### src/core/flsc_pkg.sv
// package: constants and types for the flash led status and mode control block
package flsc_pkg;

    // status register sub-address and field positions
    localparam logic [7:0] STAT_ADDR       = 8'h03;
    localparam int         BIT_FLASH_RUN   = 6;
    localparam int         BIT_OPEN_FAULT  = 5;
    localparam int         BIT_TEMP_WARN   = 4;
    localparam int         BIT_TEMP_EXCESS = 3;
    localparam int         BIT_OVERHEAT    = 2;
    localparam int         BIT_OUT_NOT_OK  = 0;
    localparam logic [7:0] STAT_RESET      = 8'h00;

    // command bits as they arrive from the host register interface
    localparam int         CMD_BIT_TRIGGER_ENABLE = 0;
    localparam int         CMD_BIT_TORCH   = 1;
    localparam int         CMD_BIT_POWER_ON_BIT  = 2;

    // timing at the 25 MHz logic clock
    localparam int CLK_KHZ          = 25000;
    localparam int POR_TIME_NS      = 1000;
    localparam int POR_CYCLES       = (POR_TIME_NS * CLK_KHZ + 999999) / 1000000;
    localparam int PRECHARGE_US     = 360;
    localparam int PRECHARGE_CYCLES = (PRECHARGE_US * CLK_KHZ) / 1000;
    localparam int RAMP_TIME_US     = 1200;
    localparam int RAMP_CYCLES      = (RAMP_TIME_US * CLK_KHZ) / 1000;
    localparam int ATTN_PULSE_US    = 11;
    localparam int ATTN_PULSE_CYCLES = (ATTN_PULSE_US * CLK_KHZ) / 1000;
    localparam int GLITCH_TAPS      = 4;
    // one timeout unit is 100 ms of flash on-time
    localparam int TIMEOUT_UNIT_MS  = 100;
    localparam int TIMEOUT_UNIT_CYCLES = TIMEOUT_UNIT_MS * CLK_KHZ;
    localparam int TO_W             = 4;

    // operating modes
    typedef enum logic [4:0] {
        MODE_POR      = 5'b00001,
        MODE_SHUTDOWN = 5'b00010,
        MODE_READY    = 5'b00100,
        MODE_FLASH    = 5'b01000,
        MODE_TORCH    = 5'b10000
    } flsc_mode_e;

    // analog comparator outputs, asynchronous to the logic clock
    typedef struct packed {
        logic open_led;
        logic temp_warn;
        logic temp_excess;
        logic overheat;
        logic out_ok;
    } flsc_sense_s;

    // command register write from the serial interface
    typedef struct packed {
        logic            wr;
        logic [7:0]      data;
        logic [TO_W-1:0] timeout;
    } flsc_cmd_s;

endpackage : flsc_pkg

### src/core/flsc_sync_filter.sv
// two-stage synchroniser followed by a run-length glitch filter
`timescale 1ns/1ps
`default_nettype none
module flsc_sync_filter #(
    parameter int TAPS = 4
) (
    input  wire logic clk_i,
    input  wire logic sys_rst_i,
    input  wire logic async_i,
    output logic      level_o
);
    logic            meta_q;
    logic            sync_q;
    logic [TAPS-1:0] hist_q;
    wire             all_one  = &hist_q;
    wire             all_zero = ~|hist_q;

    // synchroniser and history shift
    always_ff @(posedge clk_i or posedge sys_rst_i) begin
        if (sys_rst_i) begin
            meta_q <= 1'b0;
            sync_q <= 1'b0;
            hist_q <= '0;
        end else begin
            meta_q <= async_i;
            sync_q <= meta_q;
            hist_q <= {hist_q[TAPS-2:0], sync_q};
        end
    end

    // output moves only after a full run of equal samples
    always_ff @(posedge clk_i or posedge sys_rst_i) begin
        if (sys_rst_i) begin
            level_o <= 1'b0;
        end else if (all_one) begin
            level_o <= 1'b1;
        end else if (all_zero) begin
            level_o <= 1'b0;
        end
    end
endmodule : flsc_sync_filter
`default_nettype wire

### src/core/flsc_core.sv
// status flags, mode control and flash timing of the flash led driver
`timescale 1ns/1ps
`default_nettype none
// Operation
// - flash-active bit high while flash runs
// - open led in torch/flash: fault, ready
// - open led input glitch filtered
// - temp warning sets bit, attention, continues
// - temp excess sets bit, attention, ready
// - chip overheat sets bit, attention, ready
// - start-up precharge sets then clears not-ok; here the bit stays set after precharge until a status read
// - never charged: not-ok stays, no start
// - latched flags clear on status read
// - power-on reset: ignore inputs, release pins
// - shutdown after reset or power bit cleared
// - ready: converter off, aux led allowed
// - ready entry from standby, flash, torch
// - hard trigger: duration equals pin pulse
// - current ramps over 1.2 ms
// - timeout accumulates until command write reloads
// - timeout clears trigger enable, attention
// - soft trigger by one command write; here the trigger pin must also be high
// - timed end pulses attention 11 us
// - status bit layout at sub-address 03
module flsc_core
    import flsc_pkg::*;
(
    input  wire logic                  clk_i,
    input  wire logic                  sys_rst_i,
    input  wire flsc_pkg::flsc_sense_s sense_i,
    input  wire logic                  trigger_pin_i,
    input  wire logic                  addr_sel_i,
    input  wire flsc_pkg::flsc_cmd_s   cmd_i,
    input  wire logic                  stat_rd_i,
    output logic [7:0]                 fault_status_o,
    output logic                       trigger_enable_o,
    output logic                       attention_line_o,
    output logic                       attention_line_oe_n_o,
    output logic                       sda_release_o,
    output logic                       slave_addr_bit_o,
    output logic                       converter_en_o,
    output logic                       led_connect_o,
    output logic                       aux_led_allow_o,
    output logic                       precharge_en_o,
    output logic                       ramp_done_o,
    output flsc_pkg::flsc_mode_e       mode_o
);
    import flsc_pkg::*;

    localparam int TU_W = $clog2(TIMEOUT_UNIT_CYCLES + 1);
    localparam int PC_W = $clog2(PRECHARGE_CYCLES + 1);
    localparam int RC_W = $clog2(RAMP_CYCLES + 1);
    localparam int AP_W = $clog2(ATTN_PULSE_CYCLES + 1);
    localparam int PO_W = $clog2(POR_CYCLES + 1);

    // synchronised comparator levels and trigger pin, open led also glitch filtered
    logic open_led_open_fault;
    logic warn_f;
    logic excess_f;
    logic heat_f;
    logic outok_f;
    logic trigger_pin_f;

    // open led gets the glitch filter, the rest a plain two-stage sync
    flsc_sync_filter #(.TAPS(GLITCH_TAPS)) u_open_filt (
        .clk_i     (clk_i),
        .sys_rst_i (sys_rst_i),
        .async_i   (sense_i.open_led),
        .level_o   (open_led_open_fault)
    );

    logic [4:0] meta_q;
    logic [4:0] sync_q;
    wire  [4:0] raw_in = {sense_i.temp_warn, sense_i.temp_excess, sense_i.overheat,
                          sense_i.out_ok, trigger_pin_i};
    // two-flop synchronisers for remaining asynchronous inputs
    always_ff @(posedge clk_i or posedge sys_rst_i) begin
        if (sys_rst_i) begin
            meta_q <= 5'h00;
            sync_q <= 5'h00;
        end else begin
            meta_q <= raw_in;
            sync_q <= meta_q;
        end
    end
    assign {warn_f, excess_f, heat_f, outok_f, trigger_pin_f} = sync_q;

    // state registers
    flsc_mode_e       mode_q;
    flsc_mode_e       mode_d;
    logic [PO_W-1:0]  por_cnt_q;
    logic             addr_q;
    logic             ten_q;
    logic             pwr_q;
    logic             torch_q;
    logic             run_q;
    logic             open_q;
    logic             warn_q;
    logic             excess_q;
    logic             heat_q;
    logic             notok_q;
    logic             chg_done_q;
    logic [PC_W-1:0]  chg_cnt_q;
    logic [RC_W-1:0]  ramp_cnt_q;
    logic [TO_W-1:0]  to_units_q;
    logic [TU_W-1:0]  to_sub_q;
    logic [AP_W-1:0]  pulse_cnt_q;

    // decoded events
    wire in_por      = (mode_q == MODE_POR);
    wire active      = (mode_q == MODE_FLASH) || (mode_q == MODE_TORCH);
    wire cmd_wr      = cmd_i.wr && !in_por;
    wire cmd_ten     = cmd_i.data[CMD_BIT_TRIGGER_ENABLE];
    wire cmd_pwr     = cmd_i.data[CMD_BIT_POWER_ON_BIT];
    wire cmd_torch   = cmd_i.data[CMD_BIT_TORCH];
    wire read_clr    = stat_rd_i && !in_por;
    wire open_evt    = active && open_led_open_fault;
    wire excess_evt  = excess_f && !in_por;
    wire heat_evt    = heat_f && !in_por;
    wire warn_evt    = warn_f && !in_por;
    wire chg_fail    = !chg_done_q && (chg_cnt_q == PC_W'(PRECHARGE_CYCLES)) && !outok_f;
    wire fault_stop  = open_evt || excess_evt || heat_evt;
    wire unit_tick   = (mode_q == MODE_FLASH) && (to_sub_q == TU_W'(TIMEOUT_UNIT_CYCLES - 1));
    wire timeout_evt = unit_tick && (to_units_q <= TO_W'(1));
    wire hold_ready  = open_q | excess_q | heat_q | fault_stop;
    wire flash_go    = pwr_q && ten_q && trigger_pin_f && chg_done_q && !hold_ready;
    wire flash_stop  = !trigger_pin_f || !ten_q;
    wire flags_set   = open_q | warn_q | excess_q | heat_q | notok_q;

    // mode transitions
    always_comb begin
        mode_d = mode_q;
        unique case (mode_q)
            MODE_POR: begin
                if (por_cnt_q == PO_W'(POR_CYCLES)) begin
                    mode_d = MODE_SHUTDOWN;
                end
            end
            MODE_SHUTDOWN: begin
                if (pwr_q && chg_done_q) begin
                    mode_d = MODE_READY;
                end
            end
            MODE_READY: begin
                if (!pwr_q) begin
                    mode_d = MODE_SHUTDOWN;
                end else if (flash_go) begin
                    mode_d = MODE_FLASH;
                end else if (torch_q && chg_done_q && !hold_ready) begin
                    mode_d = MODE_TORCH;
                end
            end
            MODE_FLASH: begin
                if (!pwr_q) begin
                    mode_d = MODE_SHUTDOWN;
                end else if (flash_stop || timeout_evt || fault_stop) begin
                    mode_d = MODE_READY;
                end
            end
            MODE_TORCH: begin
                if (!pwr_q) begin
                    mode_d = MODE_SHUTDOWN;
                end else if (!torch_q || fault_stop) begin
                    mode_d = MODE_READY;
                end
            end
            default: mode_d = MODE_SHUTDOWN;
        endcase
    end

    // mode register and power-on reset timer
    always_ff @(posedge clk_i or posedge sys_rst_i) begin
        if (sys_rst_i) begin
            mode_q    <= MODE_POR;
            por_cnt_q <= '0;
        end else begin
            mode_q <= mode_d;
            if (in_por) begin
                por_cnt_q <= por_cnt_q + PO_W'(1);
            end
        end
    end

    // address pin caught at the end of power-on reset
    always_ff @(posedge clk_i or posedge sys_rst_i) begin
        if (sys_rst_i) begin
            addr_q <= 1'b0;
        end else if (in_por) begin
            addr_q <= addr_sel_i;
        end
    end

    // command bits; timeout clears trigger enable
    always_ff @(posedge clk_i or posedge sys_rst_i) begin
        if (sys_rst_i) begin
            ten_q   <= 1'b0;
            pwr_q   <= 1'b0;
            torch_q <= 1'b0;
        end else if (cmd_wr) begin
            ten_q   <= cmd_ten;
            pwr_q   <= cmd_pwr;
            torch_q <= cmd_torch;
        end else if (timeout_evt) begin
            ten_q <= 1'b0;
        end
    end

    // safety timeout: accumulates across flashes, reloaded by command write
    always_ff @(posedge clk_i or posedge sys_rst_i) begin
        if (sys_rst_i) begin
            to_units_q <= '0;
            to_sub_q   <= '0;
        end else if (cmd_wr) begin
            to_units_q <= cmd_i.timeout;
            to_sub_q   <= '0;
        end else if (mode_q == MODE_FLASH) begin
            if (unit_tick) begin
                to_sub_q   <= '0;
                to_units_q <= (to_units_q == '0) ? '0 : to_units_q - TO_W'(1);
            end else begin
                to_sub_q <= to_sub_q + TU_W'(1);
            end
        end
    end

    // start-up precharge window
    always_ff @(posedge clk_i or posedge sys_rst_i) begin
        if (sys_rst_i) begin
            chg_cnt_q  <= '0;
            chg_done_q <= 1'b0;
        end else if (!in_por && !chg_done_q && pwr_q) begin
            if (outok_f) begin
                chg_done_q <= 1'b1;
            end else if (chg_cnt_q != PC_W'(PRECHARGE_CYCLES)) begin
                chg_cnt_q <= chg_cnt_q + PC_W'(1);
            end
        end
    end

    // current ramp after flash activation
    always_ff @(posedge clk_i or posedge sys_rst_i) begin
        if (sys_rst_i) begin
            ramp_cnt_q <= '0;
        end else if (mode_q != MODE_FLASH) begin
            ramp_cnt_q <= '0;
        end else if (ramp_cnt_q != RC_W'(RAMP_CYCLES)) begin
            ramp_cnt_q <= ramp_cnt_q + RC_W'(1);
        end
    end

    // latched flags: set wins over read clear
    always_ff @(posedge clk_i or posedge sys_rst_i) begin
        if (sys_rst_i) begin
            open_q   <= 1'b0;
            warn_q   <= 1'b0;
            excess_q <= 1'b0;
            heat_q   <= 1'b0;
            notok_q  <= 1'b0;
        end else begin
            open_q   <= open_evt   | (open_q   & ~read_clr);
            warn_q   <= warn_evt   | (warn_q   & ~read_clr);
            excess_q <= excess_evt | (excess_q & ~read_clr);
            heat_q   <= heat_evt   | (heat_q   & ~read_clr);
            notok_q  <= (pwr_q && !chg_done_q) | chg_fail | (notok_q & ~read_clr);
        end
    end

    // flash-active follows mode in real time
    always_ff @(posedge clk_i or posedge sys_rst_i) begin
        if (sys_rst_i) begin
            run_q <= 1'b0;
        end else begin
            run_q <= (mode_d == MODE_FLASH);
        end
    end

    // attention pulse after an internally timed flash end
    always_ff @(posedge clk_i or posedge sys_rst_i) begin
        if (sys_rst_i) begin
            pulse_cnt_q <= '0;
        end else if (timeout_evt) begin
            pulse_cnt_q <= AP_W'(ATTN_PULSE_CYCLES);
        end else if (pulse_cnt_q != '0) begin
            pulse_cnt_q <= pulse_cnt_q - AP_W'(1);
        end
    end

    // registered outputs
    always_ff @(posedge clk_i or posedge sys_rst_i) begin
        if (sys_rst_i) begin
            fault_status_o        <= STAT_RESET;
            trigger_enable_o      <= 1'b0;
            attention_line_o      <= 1'b0;
            attention_line_oe_n_o <= 1'b1;
            sda_release_o         <= 1'b1;
            slave_addr_bit_o      <= 1'b0;
            converter_en_o        <= 1'b0;
            led_connect_o         <= 1'b0;
            aux_led_allow_o       <= 1'b0;
            precharge_en_o        <= 1'b0;
            ramp_done_o           <= 1'b0;
            mode_o                <= MODE_POR;
        end else begin
            fault_status_o                  <= STAT_RESET;
            fault_status_o[BIT_FLASH_RUN]   <= run_q;
            fault_status_o[BIT_OPEN_FAULT]  <= open_q;
            fault_status_o[BIT_TEMP_WARN]   <= warn_q;
            fault_status_o[BIT_TEMP_EXCESS] <= excess_q;
            fault_status_o[BIT_OVERHEAT]    <= heat_q;
            fault_status_o[BIT_OUT_NOT_OK]  <= notok_q;
            trigger_enable_o      <= ten_q;
            attention_line_o      <= 1'b0;
            attention_line_oe_n_o <= in_por | ~(flags_set | (pulse_cnt_q != '0));
            sda_release_o         <= in_por;
            slave_addr_bit_o      <= addr_q;
            converter_en_o        <= active;
            led_connect_o         <= active;
            aux_led_allow_o       <= (mode_q == MODE_READY);
            precharge_en_o        <= pwr_q && !chg_done_q && !chg_fail && !in_por;
            ramp_done_o           <= (ramp_cnt_q == RC_W'(RAMP_CYCLES));
            mode_o                <= mode_q;
        end
    end
endmodule : flsc_core
`default_nettype wire

### config.mk
export PLATFORM = sky130hd
export DESIGN_NAME = flsc_core
export DESIGN_NICKNAME = d
export VERILOG_FILES = /design/src/core/flsc_pkg.sv /design/src/core/flsc_sync_filter.sv /design/src/core/flsc_core.sv
export SDC_FILE = /design/constraint.sdc
export NUM_CORES = 1
export LEC_CHECK = 0
export ABC_AREA = 1
export ABC_CLOCK_PERIOD_IN_PS = 5500
export BUFFER_PORTS_ARGS = -buffer_cell sky130_fd_sc_hd__buf_2
export CAP_MARGIN = 20
export CORE_MARGIN = 10
export CORE_UTILIZATION = 50
export DETAILED_ROUTE_END_ITERATION = 8
export PLACE_DENSITY = 0.67
export SETUP_SLACK_MARGIN = 0.02
export SYNTH_ARGS = -nofsm -noshare
export SYNTH_HDL_FRONTEND = slang
export SYNTH_SLANG_ARGS = --single-unit
### constraint.sdc
create_clock -name clk_i -period 5.5 [get_ports clk_i]
set_input_delay 1.1 -clock clk_i [delete_from_list [all_inputs] [get_ports clk_i]]
set_output_delay 1.1 -clock clk_i [all_outputs]
set_load 0.02 [all_outputs]
==> impl_results.md, run 1 <==
* Outcome: complete, no violations
* Clock slew at reported path FFs at 60 ps
* Setup TNS at 0 ps
* WHS Path Cells at 0
* Clock root buffer: clkbuf_16
* Largest net degree at the start of global routing at 83
* DP Cell Count at 857
* RSZ-0062 raised after global routing: false
* Max H-tree Level at 4
* Routed wire per std cell at 14.14 um
* CP Launch Type: flip-flop
* Post-synthesis compound-gate area fraction at 0.08738
* Pins Over Slew Limit at 0
* Max-cap viol count at 0
* Sw Ratio at 0.2644
* WP depth at 1
* Worst Skew at 8.829 ps
* HPWL after DPL at 8858 um
* Maximum net fanout on the critical path at 1
* Starting DRT DRC Count at 395
* Total gr overflow at 0
* Least-Margin Pin Slew at 501.5 ps
* Post_cts resized at 0
* Die area at 0.01671 sq mm
* Drt total wl at 12580 um
* Post-Synth XOR/XNOR Area at 0.02787
* Initial Util at 0.5163
* Mean Syn Cell Area at 8.704 sq um
* GR Util All Layers at 0.1616
* Top_reg_cell synth: dfrtp_1
* Area growth syn-to-layout at 15.00%
* CP arrival at 1100 ps
* Crit share post-route at 0.3999
* CP bufs+invs at 1
* Leak at 3.119 nW
* First-pass GRT wire length at 21890 um
* Initial DRT Pass Iterations at 5
* # IOs at 46
* Largest family of logic cells by synthesized area: simple AND/OR/NAND/NOR gates
* Antenna violations before repair at 0
* Cts hold-fix bufs at 0
* Post-Layout Cell Count at 890
* Die Y-Extent at 129.3 um
* Clock Sink Count at 121
* Type of the worst min-delay path: flip-flop to flip-flop
* # DRC at 0
* Cell Area, Synth at 0.005971 sq mm
* Register bit count reported by yosys at 121
* Skew-Pair Late Insertion Delay at 420 ps
* Most frequent cell after synthesis: nand2_1
* Setup Crit Path Kind: flip-flop to primary output
* Total power after layout at 2.279 mW
* Post-CTS Setup Bufs at 0
* Mux cell area share after synthesis at 0
* Post-synthesis adder-cell area fraction at 0.01676
* Antenna-violating nets left at 0
* Area leader, netlist: dfrtp_1
* Hold violation count in the final report at 0
* Crit. End Element: primary output
* Register area share after synthesis at 0.5080
* Final Util at 0.5937
* Setup Viol. Count Final at 0
* Reg power frac at 0.433
* Final nets at 765
* Asr flop ratio synth at 1.000
* CTS buffer count at 17
* Simple-gate share of the synthesized area at 0.2858
* Cell Pwr Density at 331.9 mW/mm^2
* Achievable Freq at 454.7 MHz
* Clock tree buffer depth at 2
* Filler instances at 1028
* Post-Synthesis Cells at 686
* P_sw at 602.5 uW
* Post-synth EDFFs at 0
* Delay-heaviest family, CP: flip-flops
* Minimum clock period at 2199 ps
* Crit-path cells: buf_2
* Port bufs at 37
* Synth area leaders: dfrtp_1 (49%), nand2_1 (8.4%), inv_1 (5.3%)
* Synth top area share at 0.4904
* Register-to-Register Path Depth at 8
* Pint at 1.677 mW
* ANT cells at 0
* Share of cells above drive strength 1 at 0.1660
* Syn. warnings at 0
* Vias at 4745
* Worst vdd ir at 0.0002325 V
* CP required at 4400 ps
* Dpl ws at 2937 ps
* Row cnt at 39
* Rel. slew slack at 0.6657
* Die width at 129.3 um
* Core Region at 0.01156 sq mm
* Gp weighted congestion at 0.8870
* PnR worst setup slack at 3301 ps
* List of most frequent post-synthesis cells: nand2_1 (134), dfrtp_1 (117), inv_1 (84)
* Vias in the first global route at 4630
* Crit path largest cell delay at 530 ps
* Vias per inst at 5.331
* Synth unique cells at 48
* Clock Power Share at 0.472
* CTS tree: done
* Power share of the combinational group at 0.094
* Slowest CP cell: dfstp_2
==> metal layers <==
metal  track usage  routed length [um]
met5             0                   0
met4       0.05886                 110
met3       0.04690                 608
met2        0.2612                6142
met1        0.2021                5722
==> cell usage in the layout (no fill, tap or decap), types with 4 or more instances in the layout <==
cell	synthesis	final
nand2_1	134	134
dfrtp_1	117	117
inv_1	84	83
nor2_1	63	63
nand3_1	46	46
o21ai_0	40	40
buf_2	4	37
nand4_1	30	30
a21oi_1	22	22
nor3_1	21	21
clkbuf_16	0	17
xor2_1	16	16
nand2_2	10	10
nor2_2	8	8
ha_1	8	8
nor2_4	6	6
nor4_1	6	6
clkinv_4	0	6
inv_2	5	5
a211oi_1	5	5
nor3_2	4	4
a31oi_1	4	4
and3_1	4	4
o211ai_1	4	4
nand2_4	4	4
dfstp_2	4	4
clkinvlp_4	0	4
==> registers in the layout, indices dropped and copies added (netlist names), 6 cells and up <==
signal	flops
pulse_cnt_q	9
fault_status_o	6
ramp_cnt_q	15
chg_cnt_q	14
to_sub_q	22
==> final cells by class <==
class	count	area, sq um	area share
Clock buffer	18	429.2	0.06250
Sequential cell	121	3033	0.4417
Tap cell	143	178.9	0.02606
Timing Repair Buffer	39	220.2	0.03207
Multi-Input combinational cell	464	2506	0.3650
Clock inverter	14	152.6	0.02223
Inverter	91	346.6	0.05047
==> cell families after synthesis <==
family                   Yosys count
adder cells (fa/ha/maj)            8
buffers and inverters            103
XOR/XNOR                          19
other                              1
AO/OA/AOI/OAI                     90
flip-flops                       121
AND/OR/NAND/NOR                  344
==> through the flow <==
step	hold slack, ps	area [sq um]
global placement	333.7	6257
finish	346.2	6867
CTS	348.6	6839
floorplan	331.2	5978
global route	351.8	6867
detailed placement	335.5	6257
==> final timing paths <==
kind	from	to	slack, ps
max in group asynchronous	sys_rst_i	ramp_cnt_q[6]	3780
setup / recovery	attention_line_oe_n_o	attention_line_oe_n_o	3300
hold / removal	u_open_filt.meta_q	u_open_filt.sync_q	350
hold reg to reg	u_open_filt.meta_q	u_open_filt.sync_q	350
setup reg to reg	mode_q[0]	to_sub_q[13]	3450
min in group asynchronous	sys_rst_i	chg_cnt_q[10]	590
==> power groups by stage <==
stage | Clock (mW) | Combinational [mW] | Sequential, mW
after global routing | 1.14 | 0.244 | 0.996
final | 1.08 | 0.215 | 0.988
after CTS | 1.10 | 0.215 | 0.987
after global placement | 0 | 0.205 | 1.00
after detailed placement | 0 | 0.212 | 1.00
after floorplan | 0 | 0.143 | 1.01
Note: power is estimated with default switching activity, not from simulation.
==> run 2, diff against run 1 <==
ABC_AREA = 0   (was 1)
ABC_CLOCK_PERIOD_IN_PS = 1800   (was 5500)
PLACE_DENSITY = 0.7   (was 0.67)
clock period = 1.8 ns   (was 5.5 ns; I/O delays follow)
==> run 2 against run 1 <==
Net effect: the run now ends with negative setup slack left; die area down 7.3%; sequential power increased to 2.9 times the previous value; register-to-register slack worse by 3700 ps; combinational power grew to 3.5 times the previous value; clock skew shrank 0.86 ps; critical endpoint is now to_sub_q[8]; routed wire length grew 13%; largest power group unchanged; non-clock buffer count increased by 112.
==> impl_results.md, run 2 <==
* Register area share after synthesis at 0.5557
* Worst vdd ir at 0.0006901 V
* Port bufs at 37
* # DRC at 0
* Highest Signal Layer: met4
* Clock tree buffer depth at 2
* RSZ-0062 raised after global routing: true
* Multi-input logic area at 0.002706 sq mm
* CP Launch Type: flip-flop
* List of most frequent post-synthesis cells: dfrtp_1 (117), nand2_1 (61), nor2_1 (52)
* HPWL after DPL at 8715 um
* Post-Synthesis Cells at 516
* GR Util All Layers at 0.1753
* Asr flop ratio synth at 1.000
* Minimum clock period at 2046 ps
* Area growth syn-to-layout at 42.96%
* Die Y-Extent at 124.5 um
* Drt total wl at 14220 um
* Post-synth EDFFs at 0
* Least-Margin Pin Slew at 684.0 ps
* Largest net degree at the start of global routing at 54
* Worst Skew at 7.973 ps
* Synth area leaders: dfrtp_1 (54%), xnor2_1 (6.4%), nand2_1 (4.2%)
* Reg power frac at 0.422
* Flop2flop setup slack at -250 ps
* Max reg flops at 22
* Area leader, netlist: dfrtp_1
* Wl on met1 at 6015 um
* Achievable Freq at 488.8 MHz
* Initial Util at 0.5079
* Failing checks: negative setup slack
* First-pass GRT wire length at 22760 um
* PnR worst setup slack at -246.0 ps
* Initial DRT Pass Iterations at 5
* Cell Area, Synth at 0.005458 sq mm
* # IOs at 46
* Power share of the combinational group at 0.111
* Hold WS at 24.83 ps
* Hold wc startpoint: addr_sel_i
* Pins Over Slew Limit at 0
* Setup Crit Path Kind: flip-flop to flip-flop
* Setup Viol. Count Final at 47
* Vias per inst at 5.531
* Synth unique cells at 63
* Total gr overflow at 0
* Rel. slew slack at 0.5420
* FF-to-FF Start: to_sub_q[5]
* Starting DRT DRC Count at 339
* Skew-Pair Late Insertion Delay at 530 ps
* Register area at 0.003034 sq mm
* Largest regs: to_sub_q: 22 flops, ramp_cnt_q: 15 flops, chg_cnt_q: 14 flops
* Clock Power Share at 0.467
* CTS tree: done
* Metal3 WL at 699 um
* Mean Syn Cell Area at 10.58 sq um
* Most common library cell in the layout ignoring fill and taps: dfrtp_1
* Commonest non-fill, non-tap cells in the layout: dfrtp_1 (116), buf_4 (82), nand2_1 (51)
* Final nets at 704
* Synth top area share at 0.5365
* Pint at 5.035 mW
* Max H-tree Level at 4
* Most frequent cell after synthesis: dfrtp_1
* Share of cells above drive strength 1 at 0.3965
* Vias in the first global route at 4725
* CP arrival at 2450 ps
* Type of the worst min-delay path: input pin to flip-flop
* Routed wire per std cell at 17.21 um
* Sw Ratio at 0.2604
* Filler instances at 713
* Max-cap viol count at 0
* Antenna-violating nets left at 0
* Die width at 124.5 um
* Largest Register: to_sub_q
* Top_reg_cell synth: dfrtp_1
* WL met2 at 7173 um
* Crit. End Element: flip-flop
* Core Region at 0.01075 sq mm
* Clock root buffer: clkbuf_8
* Leak at 3.612 nW
* Final Util at 0.7261
* Gp weighted congestion at 0.8272
* Die area at 0.01549 sq mm
* Vias at 4569
* P_sw at 1.773 mW
* Crit share post-route at 1.137
* Syn. warnings at 0
* CP required at 2210 ps
* Clock Sink Count at 121
* Row cnt at 38
* Clock slew at reported path FFs at 60 ps
* Crit path from: to_sub_q[5]
* Hold violation count in the final report at 0
* ANT cells at 0
* Maximum net fanout on the critical path at 5
* Antenna violations before repair at 0
* Outcome: finished with violations
* Register bit count reported by yosys at 121
* Cell Pwr Density at 872.5 mW/mm^2
* CTS buffer count at 17
[run 2: cells by family after synthesis]
kind of cell | count (synthesis) | share of synthesized area
other | 1 | 0.0006871
AND/OR/NAND/NOR | 242 | 0.2403
AO/OA/AOI/OAI | 50 | 0.06488
buffers and inverters | 40 | 0.03209
multiplexers | 5 | 0.009400
flip-flops | 121 | 0.5557
XOR/XNOR | 49 | 0.07864
adder cells (fa/ha/maj) | 8 | 0.01834
[run 2: metrics by stage]
stage	std cells	TNS [ps]	total power, mW	setup WS (ps)	cell area, sq um
after floorplan	518	-5664	3.223	-121.8	5555
after global placement	768	-5231	3.467	-251.3	6529
after detailed placement	768	-5212	3.488	-222.9	6529
after CTS	819	-4502	6.746	-217.4	7478
after global routing	826	-11240	7.072	-344.3	7802
final	826	-6409	6.808	-246.0	7802
[run 2: final cells by class]
type                            count  share of cell area
Inverter                           25             0.01251
Clock buffer                       17             0.05308
Tap cell                          140             0.02245
Timing Repair Buffer              151              0.1578
Multi-Input combinational cell    357              0.3469
Clock inverter                     15             0.01844
Sequential cell                   121              0.3889
[run 2: what timing repair did]
item,in CTS,in global routing
resized for setup,49,76
hold buffers,7,0
pin swaps,24,48
endpoints found under the setup margin,64,65
cloned,1,0
endpoints found under the hold margin,12,0
setup buffers,12,9
[run 2: worst max-delay path, cell delays in order, from the launching register on]
cell     delay, ps
dfrtp_1        390
nor4_1         290
buf_4          170
nand4_1        220
o31ai_4        300
buf_6          160
buf_12         110
o21ai_2         60
a32o_2         230
[run 2: power by group through the flow]
stage	logic (mW)	registers (mW)	clock network [mW]
detailed placement	0.573	2.91	0
global route	0.825	2.88	3.36
floorplan	0.277	2.95	0
global placement	0.557	2.91	0
finish	0.759	2.87	3.18
CTS	0.664	2.87	3.22
[run 2: path summary, 6_finish.rpt]
check | endpoint | cells after the start
worst max-delay path | to_sub_q[8] | 8
worst max register to register | to_sub_q[8] | 8
max in group asynchronous | sda_release_o | 4
min in group asynchronous | ramp_cnt_q[3] | 3
worst min-delay path | addr_q | 3
worst min register to register | fault_status_o[6] | 0
[run 2: routing by layer]
layer  track usage  vias to the layer above
li1              -                     2125
met1        0.2059                     2263
met2        0.2900                      150
met3       0.04766                       31
met4       0.08430                        0
met5             0                        -
==> run 3, diff against run 2 <==
HOLD_SLACK_MARGIN = 0.05   (was not set)
SYNTH_HIERARCHICAL = 1   (was not set)
==> run 3 against run 2 <==
Net effect: area after synthesis shrank 3.2%; die area shrank 2.7%; core utilization shrank 0.33 points; final cell count shrank 5.3%; clock skew grew 1.6 ps; clock power grew 14%; worst setup slack lost 120 ps; the run still ends with negative setup slack left; design area shrank 4.4%; largest cell class unchanged.
==> impl_results.md, run 3 <==
* Outcome: finished with violations
* Failing checks: negative setup slack
* Register area at 0.003035 sq mm
* Asr flop ratio synth at 1.000
* Max H-tree Level at 4
* Flop2flop setup slack at -360 ps
* RSZ-0062 raised after global routing: true
* Final nets at 664
* Register-to-Register Path Depth at 5
* Area growth syn-to-layout at 41.26%
* Clock root buffer: clkbuf_8
* Achievable Freq at 462.0 MHz
* Syn. warnings at 6
* CP required at 2230 ps
* WL met2 at 6212 um
* Pins Over Slew Limit at 0
* Initial Util at 0.5117
* PnR worst setup slack at -364.3 ps
* ANT cells at 0
* Clock tree buffer depth at 2
* Worst vdd ir at 0.001057 V
* Register area share after synthesis at 0.5741
* Row cnt at 37
* Top_reg_cell synth: dfrtp_1
* Rel. slew slack at 0.5864
* Clock Sink Count at 121
* Total gr overflow at 0
* Metal3 WL at 708 um
* Largest net degree at the start of global routing at 115
* Die area at 0.01508 sq mm
* WHS Path Cells at 3
* # IOs at 46
* DP Cell Count at 715
* Cell Area, Synth at 0.005283 sq mm
* Crit. End Element: flip-flop
* Reg-to-Reg End: to_units_q[1]
* Die width at 122.8 um
* Vias per inst at 5.339
* Multi-input logic area at 0.002490 sq mm
* CTS buffer count at 17
* Leak at 3.356 nW
* First-pass GRT wire length at 20170 um
* Area leader, netlist: dfrtp_1
* Vias in the first global route at 4183
* Type of the worst min-delay path: input pin to flip-flop
* Post-Layout Cell Count at 782
* Core Region at 0.01032 sq mm
* Highest Signal Layer: met4
* Setup Crit Path Kind: flip-flop to flip-flop
* Largest regs: to_sub_q: 22 flops, ramp_cnt_q: 15 flops, chg_cnt_q: 14 flops
* CP Launch Type: flip-flop
* FF-to-FF Start: to_sub_q[8]
* Hold violation count in the final report at 0
* Skew-Pair Late Insertion Delay at 520 ps
* CTS tree: done
* CP arrival at 2590 ps
* Initial DRT Pass Iterations at 5
* Gp weighted congestion at 0.8555
* HPWL after DPL at 7829 um
* Wl on met1 at 5459 um
* Post-synth EDFFs at 0
* Dpl ws at -460.8 ps
* Port bufs at 37
* Minimum clock period at 2164 ps
* Hold wc startpoint: cmd_i[3]
* Commonest non-fill, non-tap cells in the layout: dfrtp_1 (115), buf_4 (80), nor2_1 (54)
* Synth unique cells at 50
* List of most frequent post-synthesis cells: dfrtp_1 (117), nor2_1 (58), nand2_1 (53)
* Post-Synthesis Cells at 493
* Die Y-Extent at 122.8 um
* Most common library cell in the layout ignoring fill and taps: dfrtp_1
* Register bit count reported by yosys at 121
* Setup Viol. Count Final at 40
* Starting DRT DRC Count at 362
* Max reg flops at 22
* Antenna violations before repair at 0
* Drt total wl at 12550 um
* Cell Pwr Density at 955.9 mW/mm^2
* Max-cap viol count at 0
* Synth area leaders: dfrtp_1 (55%), xnor2_1 (7.1%), nor2_1 (4.1%)
* # DRC at 0
* Clock slew at reported path FFs at 60 ps
* Min-Delay Endpoint: to_units_q[3]
* Filler instances at 668
* Routed wire per std cell at 16.04 um
* Synth top area share at 0.5542
* Share of cells above drive strength 1 at 0.3498
* GR Util All Layers at 0.1680
* Crit share post-route at 1.202
* Mean Syn Cell Area at 10.72 sq um
* Vias at 4175
* Largest Register: to_sub_q
* Least-Margin Pin Slew at 620.4 ps
* Most frequent cell after synthesis: dfrtp_1
* Antenna-violating nets left at 0
* Maximum net fanout on the critical path at 7
* Worst Skew at 9.554 ps
## run 3: cell types whose count changed after synthesis, sizes merged, moves of 4 or more
cell    before  now
nor4b        4   10
nand4       21   11
nor2        52   58
nand3       18   25
clkbuf       4   12
nor3        23   14
inv         24   11
buf         11    7
nand2       61   53
o21ai       16   11
## run 3: metrics by stage
stage | setup TNS [ps] | power [mW] | util | cell area, sq um | hold slack (ps)
final | -9315 | 7.133 | 0.7228 | 7462 | 72.92
after global routing | -12250 | 7.387 | 0.7228 | 7462 | 74.58
after CTS | -8093 | 7.045 | 0.6909 | 7133 | 50.50
after detailed placement | -10270 | 3.360 | 0.5993 | 6187 | 318.7
after global placement | -9321 | 3.339 | 0.5993 | 6187 | 317.1
after floorplan | -6643 | 3.183 | - | 5403 | 163.4
## run 3: area by class of cell
cell class | instances | area share
Timing Repair Buffer | 138 | 0.1449
Tap cell | 136 | 0.02280
Clock inverter | 11 | 0.02616
Inverter | 12 | 0.006875
Multi-Input combinational cell | 343 | 0.3337
Clock buffer | 21 | 0.05885
Sequential cell | 121 | 0.4068
## run 3: layer usage
layer | global-route usage | vias to the layer above
li1 | - | 1993
met5 | 0 | -
met2 | 0.2597 | 89
met1 | 0.2164 | 2077
met4 | 0.06627 | 0
met3 | 0.05188 | 16
## run 3: worst max path at each step
stage,from,end,slack (ps),cells after the start
floorplan,to_sub_q[6],to_units_q[1],-330,5
global placement,to_sub_q[6],to_units_q[2],-400,4
CTS,to_sub_q[8],to_units_q[1],-370,5
detailed placement,to_sub_q[6],to_units_q[1],-460,4
finish,to_sub_q[8],to_units_q[1],-360,5
global route,to_sub_q[8],to_units_q[1],-440,5
## run 3: cells by family after synthesis
kind of cell	synth area share
AO/OA/AOI/OAI	0.04974
flip-flops	0.5741
adder cells (fa/ha/maj)	0.01895
AND/OR/NAND/NOR	0.2316
multiplexers	0.008053
buffers and inverters	0.02558
XOR/XNOR	0.09119
other	0.0007099
## run 3: critical path, stage by stage (launching register included)
cell and delay [ps]:
dfrtp_1 380, nand2_2 70, or4_4 470, or4_4 570, or4_4 420, a31oi_1 170
## run 3: where the power goes
group | total [mW] | leakage, nW | internal, mW | switching (mW)
logic | 0.617 | 1.49 | 0.299 | 0.318
clock network | 3.62 | 0.298 | 2.43 | 1.19
registers | 2.90 | 1.57 | 2.81 | 0.0816
total | 7.13 | 3.36 | 5.54 | 1.59
## run 3: repair_timing
item                                    CTS  global route
resized for setup                        19            48
hold endpoints to repair                 38             0
setup buffers                            12            14
endpoints found under the setup margin   50            59
gates cloned                              1             1
pin swaps                                13            37
hold buffers                              9             0
